--- src/design/pbmc_map.svh ---
// register map, field positions and timing counts of the mode control block
`ifndef PBMC_MAP_SVH
`define PBMC_MAP_SVH

`define PBMC_CLK_MHZ       100
`define PBMC_ADDR_W        8
`define PBMC_ADDR_CTRL     8'h00
`define PBMC_ADDR_STAT     8'h04

`define PBMC_B_RESET       15
`define PBMC_B_LOOPBACK    14
`define PBMC_B_SPEED       13
`define PBMC_B_AN_EN       12
`define PBMC_B_DUPLEX      8

`define PBMC_S_FIXED       0
`define PBMC_S_LINK_LL     1
`define PBMC_S_FAULT_LH    2
`define PBMC_S_RSTDONE_COR 3
`define PBMC_S_DEAD_SC     4

`define PBMC_FIXED_VAL     1'b1
`define PBMC_LOOPBACK_RST  1'b0

`define PBMC_DEAD_US       500
`define PBMC_DEAD_CYC      (`PBMC_DEAD_US * `PBMC_CLK_MHZ)
`define PBMC_SWRST_NS      1000
`define PBMC_SWRST_CYC     ((`PBMC_SWRST_NS * `PBMC_CLK_MHZ + 999) / 1000)
`define PBMC_BOOT_CYC      3

`endif

--- src/design/pbmc_pkg.sv ---
// types shared by the mode control block
package pbmc_pkg;

  typedef enum logic [1:0] {
    PBMC_BOOT  = 2'b00,
    PBMC_RUN   = 2'b01,
    PBMC_SWRST = 2'b11
  } pbmc_fsm_t;

  typedef struct packed {
    logic [3:0] txd;
    logic       tx_en;
    logic [3:0] line_rxd;
    logic       line_rx_dv;
    logic       link_ok;
    logic       remote_fault;
    logic       an_speed_100;
    logic       an_full_duplex;
    logic       strap_an_en;
    logic       strap_speed_100;
    logic       strap_full_duplex;
    logic       fiber_mode_enable;
  } pbmc_pins_t;

  typedef struct packed {
    logic [3:0] rxd;
    logic       rx_dv;
  } pbmc_rx_t;

  typedef struct packed {
    logic speed_100;
    logic full_duplex;
    logic an_enable;
    logic loopback;
    logic port_reset;
  } pbmc_mode_t;

  typedef struct packed {
    pbmc_pins_t s1;
    pbmc_pins_t s2;
  } pbmc_sync_st_t;

  typedef struct packed {
    logic val;
  } pbmc_cell_st_t;

  typedef struct packed {
    pbmc_fsm_t   fsm;
    logic [7:0]  rst_cnt;
    logic [15:0] dead_cnt;
    logic        loopback;
    logic        speed_100;
    logic        an_en;
    logic        full_duplex;
    logic        rst_done;
    logic        pready;
    logic        pslverr;
    logic [31:0] prdata;
    pbmc_rx_t    rx;
    pbmc_mode_t  mode;
  } pbmc_top_st_t;

endpackage

--- src/design/pbmc_sync.sv ---
// two-flop synchroniser for the pin bundle
`timescale 1ns/1ps
module pbmc_sync (
  input  wire logic               pclk,
  input  wire logic               presetn,
  input  wire pbmc_pkg::pbmc_pins_t pins_in,
  output pbmc_pkg::pbmc_pins_t    pins_out
);
  pbmc_pkg::pbmc_sync_st_t s_r;
  pbmc_pkg::pbmc_sync_st_t s_nxt;

  // first stage feeds only the second stage
  always_comb begin
    s_nxt    = s_r;
    s_nxt.s1 = pins_in;
    s_nxt.s2 = s_r.s1;
  end

  always_ff @(posedge pclk or negedge presetn) begin
    if (!presetn) begin
      s_r <= '0;
    end else begin
      s_r <= s_nxt;
    end
  end

  assign pins_out = s_r.s2;
endmodule

--- src/design/pbmc_event_bit.sv ---
// latched status bit, held until a read reports it
`timescale 1ns/1ps
module pbmc_event_bit #(
  parameter bit LOW = 1'b0
) (
  input  wire logic pclk,
  input  wire logic presetn,
  input  wire logic event_in,
  input  wire logic rd_clr,
  input  wire logic reported,
  output logic      val
);
  pbmc_pkg::pbmc_cell_st_t s_r;
  pbmc_pkg::pbmc_cell_st_t s_nxt;

  // only the value the reader saw is released; a new event wins
  always_comb begin
    s_nxt = s_r;
    if (LOW) begin
      s_nxt.val = !event_in && (s_r.val || (rd_clr && !reported));
    end else begin
      s_nxt.val = event_in || (s_r.val && !(rd_clr && reported));
    end
  end

  always_ff @(posedge pclk or negedge presetn) begin
    if (!presetn) begin
      s_r.val <= LOW;
    end else begin
      s_r <= s_nxt;
    end
  end

  assign val = s_r.val;
endmodule

--- src/design/pbmc_top.sv ---
// basic mode control register bank with apb slave and mode outputs
//
// Register access over APB was left to the implementer.
`timescale 1ns/1ps
`include "pbmc_map.svh"

module pbmc_top #(
  parameter int unsigned DEAD_CYC = `PBMC_DEAD_CYC
) (
  input  wire logic                    pclk,
  input  wire logic                    presetn,
  input  wire logic                    psel,
  input  wire logic                    penable,
  input  wire logic                    pwrite,
  input  wire logic [7:0]              paddr,
  input  wire logic [31:0]             pwdata,
  output logic      [31:0]             prdata,
  output logic                         pready,
  output logic                         pslverr,
  input  wire pbmc_pkg::pbmc_pins_t    pins,
  output pbmc_pkg::pbmc_rx_t           rx,
  output pbmc_pkg::pbmc_mode_t         mode
);
  pbmc_pkg::pbmc_top_st_t s_r;
  pbmc_pkg::pbmc_top_st_t s_nxt;
  pbmc_pkg::pbmc_pins_t   p;

  logic        hit_ctrl;
  logic        hit_stat;
  logic        acc_end;
  logic        wr_ctrl;
  logic        stat_clr;
  logic [15:0] ctrl_word;
  logic [15:0] stat_word;
  logic        link_ll;
  logic        fault_lh;
  logic        rstdone_cor;
  logic        dead_sc;

  pbmc_sync u_sync (
    .pclk     (pclk),
    .presetn  (presetn),
    .pins_in  (pins),
    .pins_out (p)
  );

  assign hit_ctrl = (paddr == `PBMC_ADDR_CTRL);
  assign hit_stat = (paddr == `PBMC_ADDR_STAT);
  // side effects land on the edge that completes the transfer
  assign acc_end  = psel && penable && s_r.pready;
  assign wr_ctrl  = acc_end && pwrite && hit_ctrl;
  assign stat_clr = acc_end && !pwrite && hit_stat;

  pbmc_event_bit #(.LOW(1'b1)) u_link_ll (
    .pclk     (pclk),
    .presetn  (presetn),
    .event_in (!p.link_ok),
    .rd_clr   (stat_clr),
    .reported (s_r.prdata[`PBMC_S_LINK_LL]),
    .val      (link_ll)
  );

  pbmc_event_bit #(.LOW(1'b0)) u_fault_lh (
    .pclk     (pclk),
    .presetn  (presetn),
    .event_in (p.remote_fault),
    .rd_clr   (stat_clr),
    .reported (s_r.prdata[`PBMC_S_FAULT_LH]),
    .val      (fault_lh)
  );

  pbmc_event_bit #(.LOW(1'b0)) u_rstdone_cor (
    .pclk     (pclk),
    .presetn  (presetn),
    .event_in (s_r.rst_done),
    .rd_clr   (stat_clr),
    .reported (s_r.prdata[`PBMC_S_RSTDONE_COR]),
    .val      (rstdone_cor)
  );

  // dead time flag follows the counter, no software clear
  assign dead_sc = (s_r.dead_cnt != 16'h0000);

  always_comb begin
    ctrl_word = 16'h0000;
    ctrl_word[`PBMC_B_RESET]    = (s_r.fsm != pbmc_pkg::PBMC_RUN);
    ctrl_word[`PBMC_B_LOOPBACK] = s_r.loopback;
    ctrl_word[`PBMC_B_SPEED]    = s_r.speed_100;
    ctrl_word[`PBMC_B_AN_EN]    = s_r.an_en;
    ctrl_word[`PBMC_B_DUPLEX]   = s_r.full_duplex;
  end

  always_comb begin
    stat_word = 16'h0000;
    stat_word[`PBMC_S_FIXED]       = `PBMC_FIXED_VAL;
    stat_word[`PBMC_S_LINK_LL]     = link_ll;
    stat_word[`PBMC_S_FAULT_LH]    = fault_lh;
    stat_word[`PBMC_S_RSTDONE_COR] = rstdone_cor;
    stat_word[`PBMC_S_DEAD_SC]     = dead_sc;
  end

  always_comb begin
    s_nxt          = s_r;
    s_nxt.pready   = 1'b0;
    s_nxt.pslverr  = 1'b0;
    s_nxt.rst_done = 1'b0;

    // one wait state keeps read data coming from a flop
    if (psel && penable && !s_r.pready) begin
      s_nxt.pready  = 1'b1;
      s_nxt.pslverr = !(hit_ctrl || hit_stat);
      s_nxt.prdata  = 32'h0000_0000;
      if (!pwrite && hit_ctrl) begin
        s_nxt.prdata = {16'h0000, ctrl_word};
      end else if (!pwrite && hit_stat) begin
        s_nxt.prdata = {16'h0000, stat_word};
      end
    end

    unique case (s_r.fsm)
      pbmc_pkg::PBMC_BOOT: begin
        // wait for the synchroniser to carry the strap pins through
        s_nxt.rst_cnt = s_r.rst_cnt + 8'h01;
        if (s_r.rst_cnt == 8'(`PBMC_BOOT_CYC)) begin
          s_nxt.fsm         = pbmc_pkg::PBMC_RUN;
          s_nxt.rst_cnt     = 8'h00;
          s_nxt.loopback    = `PBMC_LOOPBACK_RST;
          s_nxt.speed_100   = p.strap_speed_100;
          s_nxt.full_duplex = p.strap_full_duplex;
          s_nxt.an_en = p.strap_an_en && !p.fiber_mode_enable;
        end
      end
      pbmc_pkg::PBMC_RUN: begin
        if (wr_ctrl && pwdata[`PBMC_B_RESET]) begin
          // reset overrides the rest of the same write
          s_nxt.fsm     = pbmc_pkg::PBMC_SWRST;
          s_nxt.rst_cnt = 8'h00;
        end else if (wr_ctrl) begin
          s_nxt.loopback    = pwdata[`PBMC_B_LOOPBACK];
          s_nxt.speed_100   = pwdata[`PBMC_B_SPEED];
          s_nxt.an_en       = pwdata[`PBMC_B_AN_EN];
          s_nxt.full_duplex = pwdata[`PBMC_B_DUPLEX];
        end
      end
      pbmc_pkg::PBMC_SWRST: begin
        // control writes are dropped until the port is back
        s_nxt.rst_cnt = s_r.rst_cnt + 8'h01;
        if (s_r.rst_cnt == 8'(`PBMC_SWRST_CYC - 1)) begin
          s_nxt.fsm         = pbmc_pkg::PBMC_RUN;
          s_nxt.rst_cnt     = 8'h00;
          s_nxt.rst_done    = 1'b1;
          s_nxt.loopback    = `PBMC_LOOPBACK_RST;
          s_nxt.speed_100   = p.strap_speed_100;
          s_nxt.full_duplex = p.strap_full_duplex;
          s_nxt.an_en = p.strap_an_en && !p.fiber_mode_enable;
        end
      end
      default: begin
        s_nxt.fsm     = pbmc_pkg::PBMC_BOOT;
        s_nxt.rst_cnt = 8'h00;
      end
    endcase

    // descrambler resync window after loopback turns on
    if (!s_nxt.loopback) begin
      s_nxt.dead_cnt = 16'h0000;
    end else if (!s_r.loopback) begin
      s_nxt.dead_cnt = 16'(DEAD_CYC);
    end else if (s_r.dead_cnt != 16'h0000) begin
      s_nxt.dead_cnt = s_r.dead_cnt - 16'h0001;
    end

    // negotiation result overrides the manual bits
    s_nxt.mode.an_enable   = s_nxt.an_en;
    s_nxt.mode.speed_100   = s_nxt.an_en ? p.an_speed_100
                                         : s_nxt.speed_100;
    s_nxt.mode.full_duplex = s_nxt.an_en ? p.an_full_duplex
                                         : s_nxt.full_duplex;
    s_nxt.mode.loopback    = s_nxt.loopback;
    s_nxt.mode.port_reset  = (s_nxt.fsm != pbmc_pkg::PBMC_RUN);

    // loopback also keeps line data from reaching the receive side
    if (s_nxt.loopback) begin
      s_nxt.rx.rxd   = p.txd;
      s_nxt.rx.rx_dv = p.tx_en && (s_nxt.dead_cnt == 16'h0000);
    end else begin
      s_nxt.rx.rxd   = p.line_rxd;
      s_nxt.rx.rx_dv = p.line_rx_dv;
    end
  end

  always_ff @(posedge pclk or negedge presetn) begin
    if (!presetn) begin
      s_r <= '0;
    end else begin
      s_r <= s_nxt;
    end
  end

  assign prdata  = s_r.prdata;
  assign pready  = s_r.pready;
  assign pslverr = s_r.pslverr;
  assign rx      = s_r.rx;
  assign mode    = s_r.mode;
endmodule

--- config.mk ---
export PLATFORM = sky130hd
export DESIGN_NAME = pbmc_top
export DESIGN_NICKNAME = d
export VERILOG_FILES = /design/src/design/pbmc_pkg.sv /design/src/design/pbmc_sync.sv /design/src/design/pbmc_event_bit.sv /design/src/design/pbmc_top.sv
export VERILOG_INCLUDE_DIRS = /design/src /design/src/design
export SDC_FILE = /design/constraint.sdc
export NUM_CORES = 1
export LEC_CHECK = 0
export BUFFER_PORTS_ARGS = -buffer_cell sky130_fd_sc_hd__buf_2
export CORE_MARGIN = 2
export CORE_UTILIZATION = 50
export DETAILED_ROUTE_END_ITERATION = 10
export PLACE_DENSITY = 0.77
export SETUP_SLACK_MARGIN = 0.2
export SLEW_MARGIN = 20
export SYNTH_ARGS = -nofsm -noshare
export SYNTH_HDL_FRONTEND = slang
export SYNTH_HIERARCHICAL = 1
export SYNTH_SLANG_ARGS = --single-unit
--- constraint.sdc ---
create_clock -name pclk -period 2.9 [get_ports pclk]
set_input_delay 0.58 -clock pclk [delete_from_list [all_inputs] [get_ports pclk]]
set_output_delay 0.58 -clock pclk [all_outputs]
set_load 0.01 [all_outputs]
## Yosys cells after proc, flatten, opt, wreduce, memory -nomap -nowiden

Index checks and enable logic that the tools add are counted.

| cells by class | value |
|---|---|
| add/subtract/negate cells | 2 |
| mux-type cells | 19 |
| reduce and logical (&&, ||, !) cells | 33 |
| equal/unequal tests | 8 |

Operator list:

| operator | number |
|---|---|
| 16-bit 2-to-1 mux | 4 |
| 34-bit 2-to-1 mux | 1 |
| 10-bit 2-to-1 mux | 3 |
| 10-bit case mux with 3 select lines | 1 |
| 1-bit logical AND | 18 |
| 16-bit logical NOT | 1 |
| 16-bit nonzero test | 1 |
| 16-bit by 1-bit subtractor with 16-bit output, second input constant | 1 |
| 5-bit 2-to-1 mux | 3 |
| 4-bit 2-to-1 mux | 3 |
| 4-bit case mux with 3 select lines | 1 |
| 8-bit by 1-bit adder with 8-bit output, second input constant | 1 |
| 8-bit by 2-bit == test with 1-bit output, second input constant | 1 |
| 8-bit by 3-bit == test with 1-bit output, second input constant | 1 |
| 8-bit by 7-bit == test with 1-bit output, second input constant | 1 |
| 8-bit logical NOT | 1 |
| 1-bit logical NOT | 7 |
| 1-bit logical OR | 4 |
| 2-bit by 1-bit inequality test with 1-bit output, second input constant | 2 |
| 1-bit 2-to-1 mux | 3 |
| 2-bit by 1-bit == test with 1-bit output, second input constant | 1 |
| 2-bit == test, second input constant | 1 |
| 2-bit logical NOT | 1 |
| 2-bit inequality test, second input constant | 1 |

| storage, ports and cells | value |
|---|---|
| register bits | 112 |
| output and inout bits | 44 |

## Logic depth before layout (Yosys ltp)

Gate-level depths: netlist (run 1).

| depth | value |
|---|---|
| depth in word-level cells | 11 |
| mapped depth | 9 |

## By module

Netlist (run 1), hierarchy kept.

Modules (own cells, without submodules):

| module | cells an instance | area an instance (um2) | sequential area each (um2) | instances |
|---|---|---|---|---|
| pbmc_top | 298 | 2905.3 | 1276.2 | 1 |
| pbmc_sync | 36 | 900.9 | 900.9 | 1 |
| pbmc_event_bit at u_fault_lh ... | 3 | 36.3 | 25.0 | 2 |
| pbmc_event_bit at u_link_ll | 4 | 45.0 | 26.3 | 1 |

## Worst setup path after synthesis (run 1)

No wires, ideal clock.

| path | value |
|---|---|
| kind | register -> register |
| start | reg s_r[49] in the netlist's numbering |
| end | reg s_r (netlist bit rx[0]) |
| required time | 2.774 ns |
| cell stages (with the launch flop) | 10 |
| setup time | 0.126 ns |
| path buffers | 0 |
| path slack | 0.436 ns |
| arrival | 2.337 ns |
| cells stage by stage | dfrtp_1 -> inv_1 -> ha_1 -> or3b_4 -> or2_1 -> or3_1 -> or4_1 -> and3_1 -> o21ai_2 -> o41ai_2 |

RTL lines:

| element | RTL line | source |
|---|---|---|
| start, declared | pbmc_top.sv:24 | `pbmc_pkg::pbmc_top_st_t s_r;` |
| start signal, assigned | pbmc_top.sv:196 | `s_r <= s_nxt;` |

==> reports/metrics.cfg, run 1 <==
[run_status]
status = finished clean

[critical_path]
reg2reg_from = s_r[49]$_DFF_PN0_
critical_setup_path_kind = flop to flop
worst_ep_arrival_time_ps = 2870
cell_count_of_the_worst_reg_to_reg_path = 9
setup_slack_of_the_worst_register_to_register_path_ps = 280
timing.critical_path.required_ps = 3150
critical_path.startpoint_type = flop
worst-path-max-fanout = 6
worst_r2r_endpoint = rx[0]$_DFF_PN0_
critical_path.cell_chain = inv_2 -> ha_1 -> or3b_4 -> or2_4 -> or3_1 -> or4_1 -> and3_1 -> o21ai_2 -> o41ai_2
worst_path_max_delay_cell = dfrtp_1
critPathMaxStageDelay_ps = 430
critPathCaptureType = flop

[global_routing]
grt_antenna_before_repair = 0
gr-total-overflow = 0
first_global_vias = 2500
wire_length_of_the_first_global_routing_pass_um = 11800
global_route.usage.total_pct = 17.7
grt_max_degree = 54

[pwr]
clockPowerShare_pct = 39.3
pwr-share-comb_pct = 4.5
sequential_cell_fraction_of_total_power_pct = 56.2
power.density_nw_per_um2 = 529
peakVddDrop_mv = 0.346
static-leakage-power_nw = 2.16
p_sw_share_pct = 24.4
cell_internal_pwr_mw = 1.75
p_switching_mw = 0.564

[finish]
n_fill_cell = 661
relative_area_change_from_synthesis_to_final_layout_pct = 11.5
n_antenna_cell = 0
finish.net_count = 460
drive_gt1_share_pct = 25.8

[drt]
route.detailed.vias_per_inst = 5.22
num_vias = 2617
final_antenna_net_count = 0
wirelength_um = 7200
remaining_drc_errors = 0
detail_route.iter0.violations = 131
drt-pass1-iter-count = 4
wl_per_cell_um = 14.4

[place]
detailedPlacementHpwl_um = 5040
placement.setup.worst_slack_ps = 219
place.port_buffers = 57
global_placement_routability_congestion = 0.864

[clock_tree]
cts.htree.levels = 3
clock_tree_from_tritoncts = yes
cts_sinks = 90
clkTransAtPathRegs_ps = 100
cts-root-to-sink-buffers = 2
clock_tree.root_cell = clkbuf_8
cts_hold_buffers = 0
worst_skew_pair.late_latency_ps = 360
cts_buffers = 9

[floorplan]
die_width_um = 92.6
die_area_um2 = 8570
die-height_um = 92.6
ioPinCount = 107
std_cell_rows = 32
placeableCoreArea_um2 = 7650
floorplan.initialDensity_pct = 51.3

[timing]
post-route-min-period_ps = 2620
fmaxAchievable_ghz = 0.382
final.period_utilization_pct = 90.3
grt_setup_unrepaired = yes
setup_viol = 0
finalHoldViolCount = 0
timing.final.ws_setup_ps = 282
max-slew-margin-rel_pct = 55.0
final_number_of_max_transition_violations = 0
fin_skew_ps = 11.3
tightestPinTransition_ps = 675
tns_ps = 0

[min_path]
min-delay-path-class = input port to asynchronous set/reset pin

[synthesis]
synth-edff-count = 0
syn_area_per_cell_um2 = 11.4
sequential_share_of_the_synthesized_area_pct = 57.4
synthesis.yosys.warnings = 6
async_reset_ff_share_pct = 100
ys_dominant_reg_cell = dfrtp_1
netlist_area_before_placement_um2 = 3920
post_synth_inst_count = 344
ys_seq_elements = 90
synth_cell_types = 61

[run]
max-cap-violations = 0

==> cell usage after synthesis, drive strengths merged, types with 4 or more instances <==
library cell	n	area share, %
nand2b	7	1.1
or4	4	0.77
a22o	9	2.0
inv	8	0.77
nor3	4	0.77
mux2	6	1.9
nand3	5	0.64
a31oi	5	0.80
dfrtp	89	57
nor2	27	2.6
nand4	7	1.1
xor2	5	1.1
or3	5	0.92
buf	48	9.3
o21ai	19	2.5
a21oi	9	1.2
and3	9	1.4
nand2	21	2.0
or2	4	0.64
nor2b	8	1.3
==> per-stage QoR <==
stage	instance area (um2)	utilization, %	total power, mW	hold WS, ps	instances
CTS	4340	56.7	2.35	272	498
detailed placement	4120	53.9	1.43	335	482
global placement	4120	53.9	1.43	333	482
finish	4380	57.2	2.32	246	501
global route	4380	57.2	2.42	286	501
floorplan	4000	-	1.39	284	365
==> final cells by class <==
cell class / instances / area, um2 / area share [%]
inverter: 8 / 30.0 / 0.686
timing repair buffer: 68 / 395 / 9.04
clock buffer: 9 / 124 / 2.83
tap: 102 / 128 / 2.92
multi-input combinational: 217 / 1350 / 30.9
sequential: 90 / 2250 / 51.5
clock inverter: 7 / 95.1 / 2.17
==> per-layer routing <==
| metal | vias to the layer above | track usage (%) | wire [um] |
|---|---|---|---|
| met2 | 64 | 29.4 | 3640 |
| met1 | 1301 | 23.1 | 3120 |
| met4 | 0 | 5.22 | 75 |
| li1 | 1245 | - | - |
| met5 | - | 0 | 0 |
| met3 | 7 | 4.56 | 371 |
==> sequential cells by signal, indices dropped and copies added, names as in the netlist <==
| name | cells |
|---|---|
| s_r | 27 |
| u_sync/pins_out | 18 |
| u_sync/s_nxt | 18 |
| prdata | 10 |
| mode | 5 |
| rx | 5 |
| ctrl_word | 2 |
| pready | 1 |
| pslverr | 1 |
| u_fault_lh/val | 1 |
| u_link_ll/val | 1 |
| u_rstdone_cor/val | 1 |
==> power groups by stage <==
stage	clock network (mW)	registers, mW	logic [mW]
floorplan	0	1.32	0.0700
global placement	0	1.32	0.103
detailed placement	0	1.33	0.106
CTS	0.940	1.30	0.106
global route	0.997	1.30	0.118
finish	0.911	1.30	0.104
==> worst max path at each step <==
stage	startpoint	to	slack, ps	depth (start not counted)
2_1_floorplan	s_r[49]$_DFF_PN0_	rx[0]$_DFF_PN0_	440	9
3_3_place_gp	s_r[49]$_DFF_PN0_	rx[0]$_DFF_PN0_	300	9
3_5_place_dp	paddr[5]	rx[2]$_DFF_PN0_	220	7
4_1_cts	s_r[49]$_DFF_PN0_	rx[0]$_DFF_PN0_	220	9
5_1_grt	s_r[49]$_DFF_PN0_	rx[0]$_DFF_PN0_	180	9
6_report	s_r[49]$_DFF_PN0_	rx[0]$_DFF_PN0_	280	9
==> cell families (layout without fill, tap and decap cells) <==
group           count (synthesis)  count (layout)  share of synthesized area (%)
flops                          90              90                           57.4
xor+xnor                        7               7                           1.56
buf+inv                        58              92                           10.2
compound gates                 64              64                           11.5
fa+ha+maj                       3               3                          0.957
other cells                     1              22                         0.0956
simple gates                  114             114                           15.9
mux                             7               7                           2.26
==> cells in the final DEF (no fill, tap or decap), types with 3 or more instances in the layout <==
cell	synthesis	routed
a21o_1	3	3
a21oi_1	8	8
a22o_1	9	9
a31oi_1	5	5
and3_1	9	9
buf_2	3	56
buf_4	42	10
clkbuf_8	0	9
conb_1	1	22
dfrtp_1	89	89
ha_1	3	3
inv_1	8	7
nand2_1	21	21
nand2b_1	7	7
nand3_1	5	5
nand4_1	7	7
nor2_1	26	26
nor2b_1	8	8
nor3b_1	3	3
nor4_1	3	3
o211ai_1	3	3
o21ai_0	12	12
o21ai_1	6	6
o31ai_1	3	3
or3_1	4	4
or4_1	4	4
xor2_1	5	5
==> worst max-delay path, delay by kind of cell, from the launching register on <==
kind / cells / cell delay [ps]
compound gates: 2 / 140
fa+ha+maj: 1 / 190
buf+inv: 1 / 100
flops: 1 / 430
simple gates: 5 / 1650
==> timing repair <==
| action | 4_1_cts | 5_1_grt |
|---|---|---|
| resized for setup | 0 | 2 |
| setup buffers | 0 | 3 |
| endpoints found under the setup margin | 0 | 4 |
Note: power is estimated with default switching activity, not from simulation.
==> run 2, diff against run 1 <==
==> constraint.sdc (replaced) <==
create_clock -name pclk -period 3.1 [get_ports pclk]
set_input_delay 0.62 -clock pclk [delete_from_list [all_inputs] [get_ports pclk]]
set_output_delay 0.62 -clock pclk [all_outputs]
set_load 0.01 [all_outputs]
==> reports/metrics.cfg, run 2 (synthesis results as in run 1) <==
[global_routing]
grt_antenna_before_repair = 0  ; unchanged
grt_max_degree = 52  ; was 54
wire_length_of_the_first_global_routing_pass_um = 11600  ; was 11800 um
global_route.usage.total_pct = 17.6  ; was 17.7%
gr-total-overflow = 0  ; unchanged
first_global_vias = 2425  ; was 2500

[drt]
remaining_drc_errors = 0  ; unchanged
route.detailed.vias_per_inst = 5.22  ; about the same
drt-pass1-iter-count = 4  ; unchanged
final_antenna_net_count = 0  ; unchanged
wl_per_cell_um = 14.3  ; was 14.4 um
detail_route.iter0.violations = 112  ; was 131
num_vias = 2602  ; was 2617
wirelength_um = 7110  ; was 7200 um

[timing]
setup_viol = 0  ; unchanged
fmaxAchievable_ghz = 0.369  ; was 0.382 GHz
tns_ps = 0  ; unchanged
grt_setup_unrepaired = no  ; was yes
timing.final.ws_setup_ps = 390  ; was 282 ps
final_number_of_max_transition_violations = 0  ; unchanged
post-route-min-period_ps = 2710  ; was 2620 ps
finalHoldViolCount = 0  ; unchanged
tightestPinTransition_ps = 601  ; was 675 ps
final.period_utilization_pct = 87.4  ; was 90.3%
fin_skew_ps = 8.88  ; was 11.3 ps
max-slew-margin-rel_pct = 59.9  ; was 55.0%

[clock_tree]
clkTransAtPathRegs_ps = 100  ; about the same
cts.repair_timing.setup_buffer_count = 0  ; unchanged
cts_hold_buffers = 0  ; unchanged
worst_skew_pair.late_latency_ps = 360  ; about the same
cts_resized = 0  ; unchanged
cts.htree.levels = 3  ; unchanged
cts_sinks = 90  ; unchanged
clock_tree_from_tritoncts = yes  ; unchanged
cts-root-to-sink-buffers = 2  ; unchanged
clock_tree.root_cell = clkbuf_8  ; unchanged
cts_buffers = 9  ; unchanged

[place]
placed_cells_incl_taps = 482  ; unchanged
global_placement_routability_congestion = 0.862  ; was 0.864
detailedPlacementHpwl_um = 5130  ; was 5040 um
place.port_buffers = 57  ; unchanged
placement.setup.worst_slack_ps = 438  ; was 219 ps

[critical_path]
critPathCaptureType = flop  ; unchanged
worst_path_max_delay_cell = or3b_4  ; was dfrtp_1
critPathMaxStageDelay_ps = 430  ; about the same
critical_path.cell_chain = inv_1 -> ha_1 -> or3b_4 -> or2_1 -> or3_1 -> or4_1 -> and3_1 -> o21ai_2 -> o41ai_2  ; was inv_2 -> ha_1 -> or3b_4 -> or2_4 -> or3_1 -> or4_1 -> and3_1 -> o21ai_2 -> o41ai_2
worst-path-max-fanout = 6  ; unchanged
critical_setup_path_kind = flop to flop  ; unchanged
timing.critical_path.required_ps = 3360  ; was 3150 ps
worst_ep_arrival_time_ps = 2970  ; was 2870 ps
critical_path.startpoint_type = flop  ; unchanged

[finish]
n_antenna_cell = 0  ; unchanged
relative_area_change_from_synthesis_to_final_layout_pct = 9.50  ; was 11.5%
finish.net_count = 457  ; was 460
n_fill_cell = 662  ; was 661
drive_gt1_share_pct = 24.7  ; was 25.8%
largest_reg_flops = 27  ; unchanged
layout_commonest_cell = dfrtp_1  ; unchanged
final_core_utilization_pct = 56.2  ; was 57.2%
layout_common_cells = 89 x dfrtp_1, 56 x buf_2, 26 x nor2_1  ; unchanged
largest-register = s_r  ; unchanged
finalNonFillerCells = 498  ; was 501

[run_status]
status = finished clean  ; unchanged

[floorplan]
die_width_um = 92.6  ; unchanged
placeableCoreArea_um2 = 7650  ; unchanged
die_area_um2 = 8570  ; unchanged
ioPinCount = 107  ; unchanged
std_cell_rows = 32  ; unchanged
floorplan.initialDensity_pct = 51.3  ; unchanged
die-height_um = 92.6  ; unchanged

[run]
max-cap-violations = 0  ; unchanged

[pwr]
post-layout-total-power_mw = 2.08  ; was 2.32 mW
power.density_nw_per_um2 = 484  ; was 529 nW/um2
static-leakage-power_nw = 2.12  ; was 2.16 nW
peakVddDrop_mv = 0.248  ; was 0.346 mV

[min_path]
min-delay-path-class = input port to asynchronous set/reset pin  ; unchanged

## run 2: metal layers
layer	track usage, %	vias up	part of all wire [%]	routed length (um)
li1	-	1236	-	-
met1	23.7	1295	45	3200
met3	3.42	14	3.9	278
met5	0	-	0	0
met2	28.0	57	49	3520
met4	7.59	0	1.6	111
## run 2: critical path, delay by kind of cell, from the launching register on
family | cells | cell delay [ps]
compound gates | 2 | 140
fa+ha+maj | 1 | 210
buf+inv | 1 | 130
flops | 1 | 420
simple gates | 5 | 1700
## run 2: final timing paths
check	startpoint	to	slack, ps	cells after the start
min in group pclk	u_sync/s_nxt[3]$_DFF_PN0_	u_sync/pins_out[3]$_DFF_PN0_	350	0
hold / removal	presetn	u_sync/pins_out[15]$_DFF_PN0_	250	1
setup reg to reg	s_r[49]$_DFF_PN0_	rx[0]$_DFF_PN0_	390	9
setup / recovery	s_r[49]$_DFF_PN0_	rx[0]$_DFF_PN0_	390	9
hold reg to reg	u_sync/s_nxt[3]$_DFF_PN0_	u_sync/pins_out[3]$_DFF_PN0_	350	0
max in group asynchronous	presetn	u_link_ll/val$_DFF_PN1_	2060	2
## run 2: through the flow
| step | hold slack [ps] | instance area, um2 |
|---|---|---|
| 6_report | 253 | 4300 |
| 5_1_grt | 300 | 4300 |
| 4_1_cts | 275 | 4300 |
| 3_5_place_dp | 335 | 4110 |
| 3_3_place_gp | 332 | 4110 |
| 2_1_floorplan | 324 | 4000 |
## run 2: area by class of cell
cell class / count / area, um2 / area share [%]
clock buffer: 9 / 124 / 2.88
timing repair buffer: 65 / 348 / 8.10
sequential: 90 / 2250 / 52.4
multi-input combinational: 217 / 1350 / 31.4
tap: 102 / 128 / 2.97
inverter: 8 / 30.0 / 0.699
clock inverter: 7 / 66.3 / 1.54
## run 2: where the power goes
part	total [mW]	internal (mW)	switching [mW]
Combinational	0.0954	0.0344	0.0609
Clock	0.767	0.314	0.453
Sequential	1.22	1.21	0.0101
Total	2.08	1.55	0.524
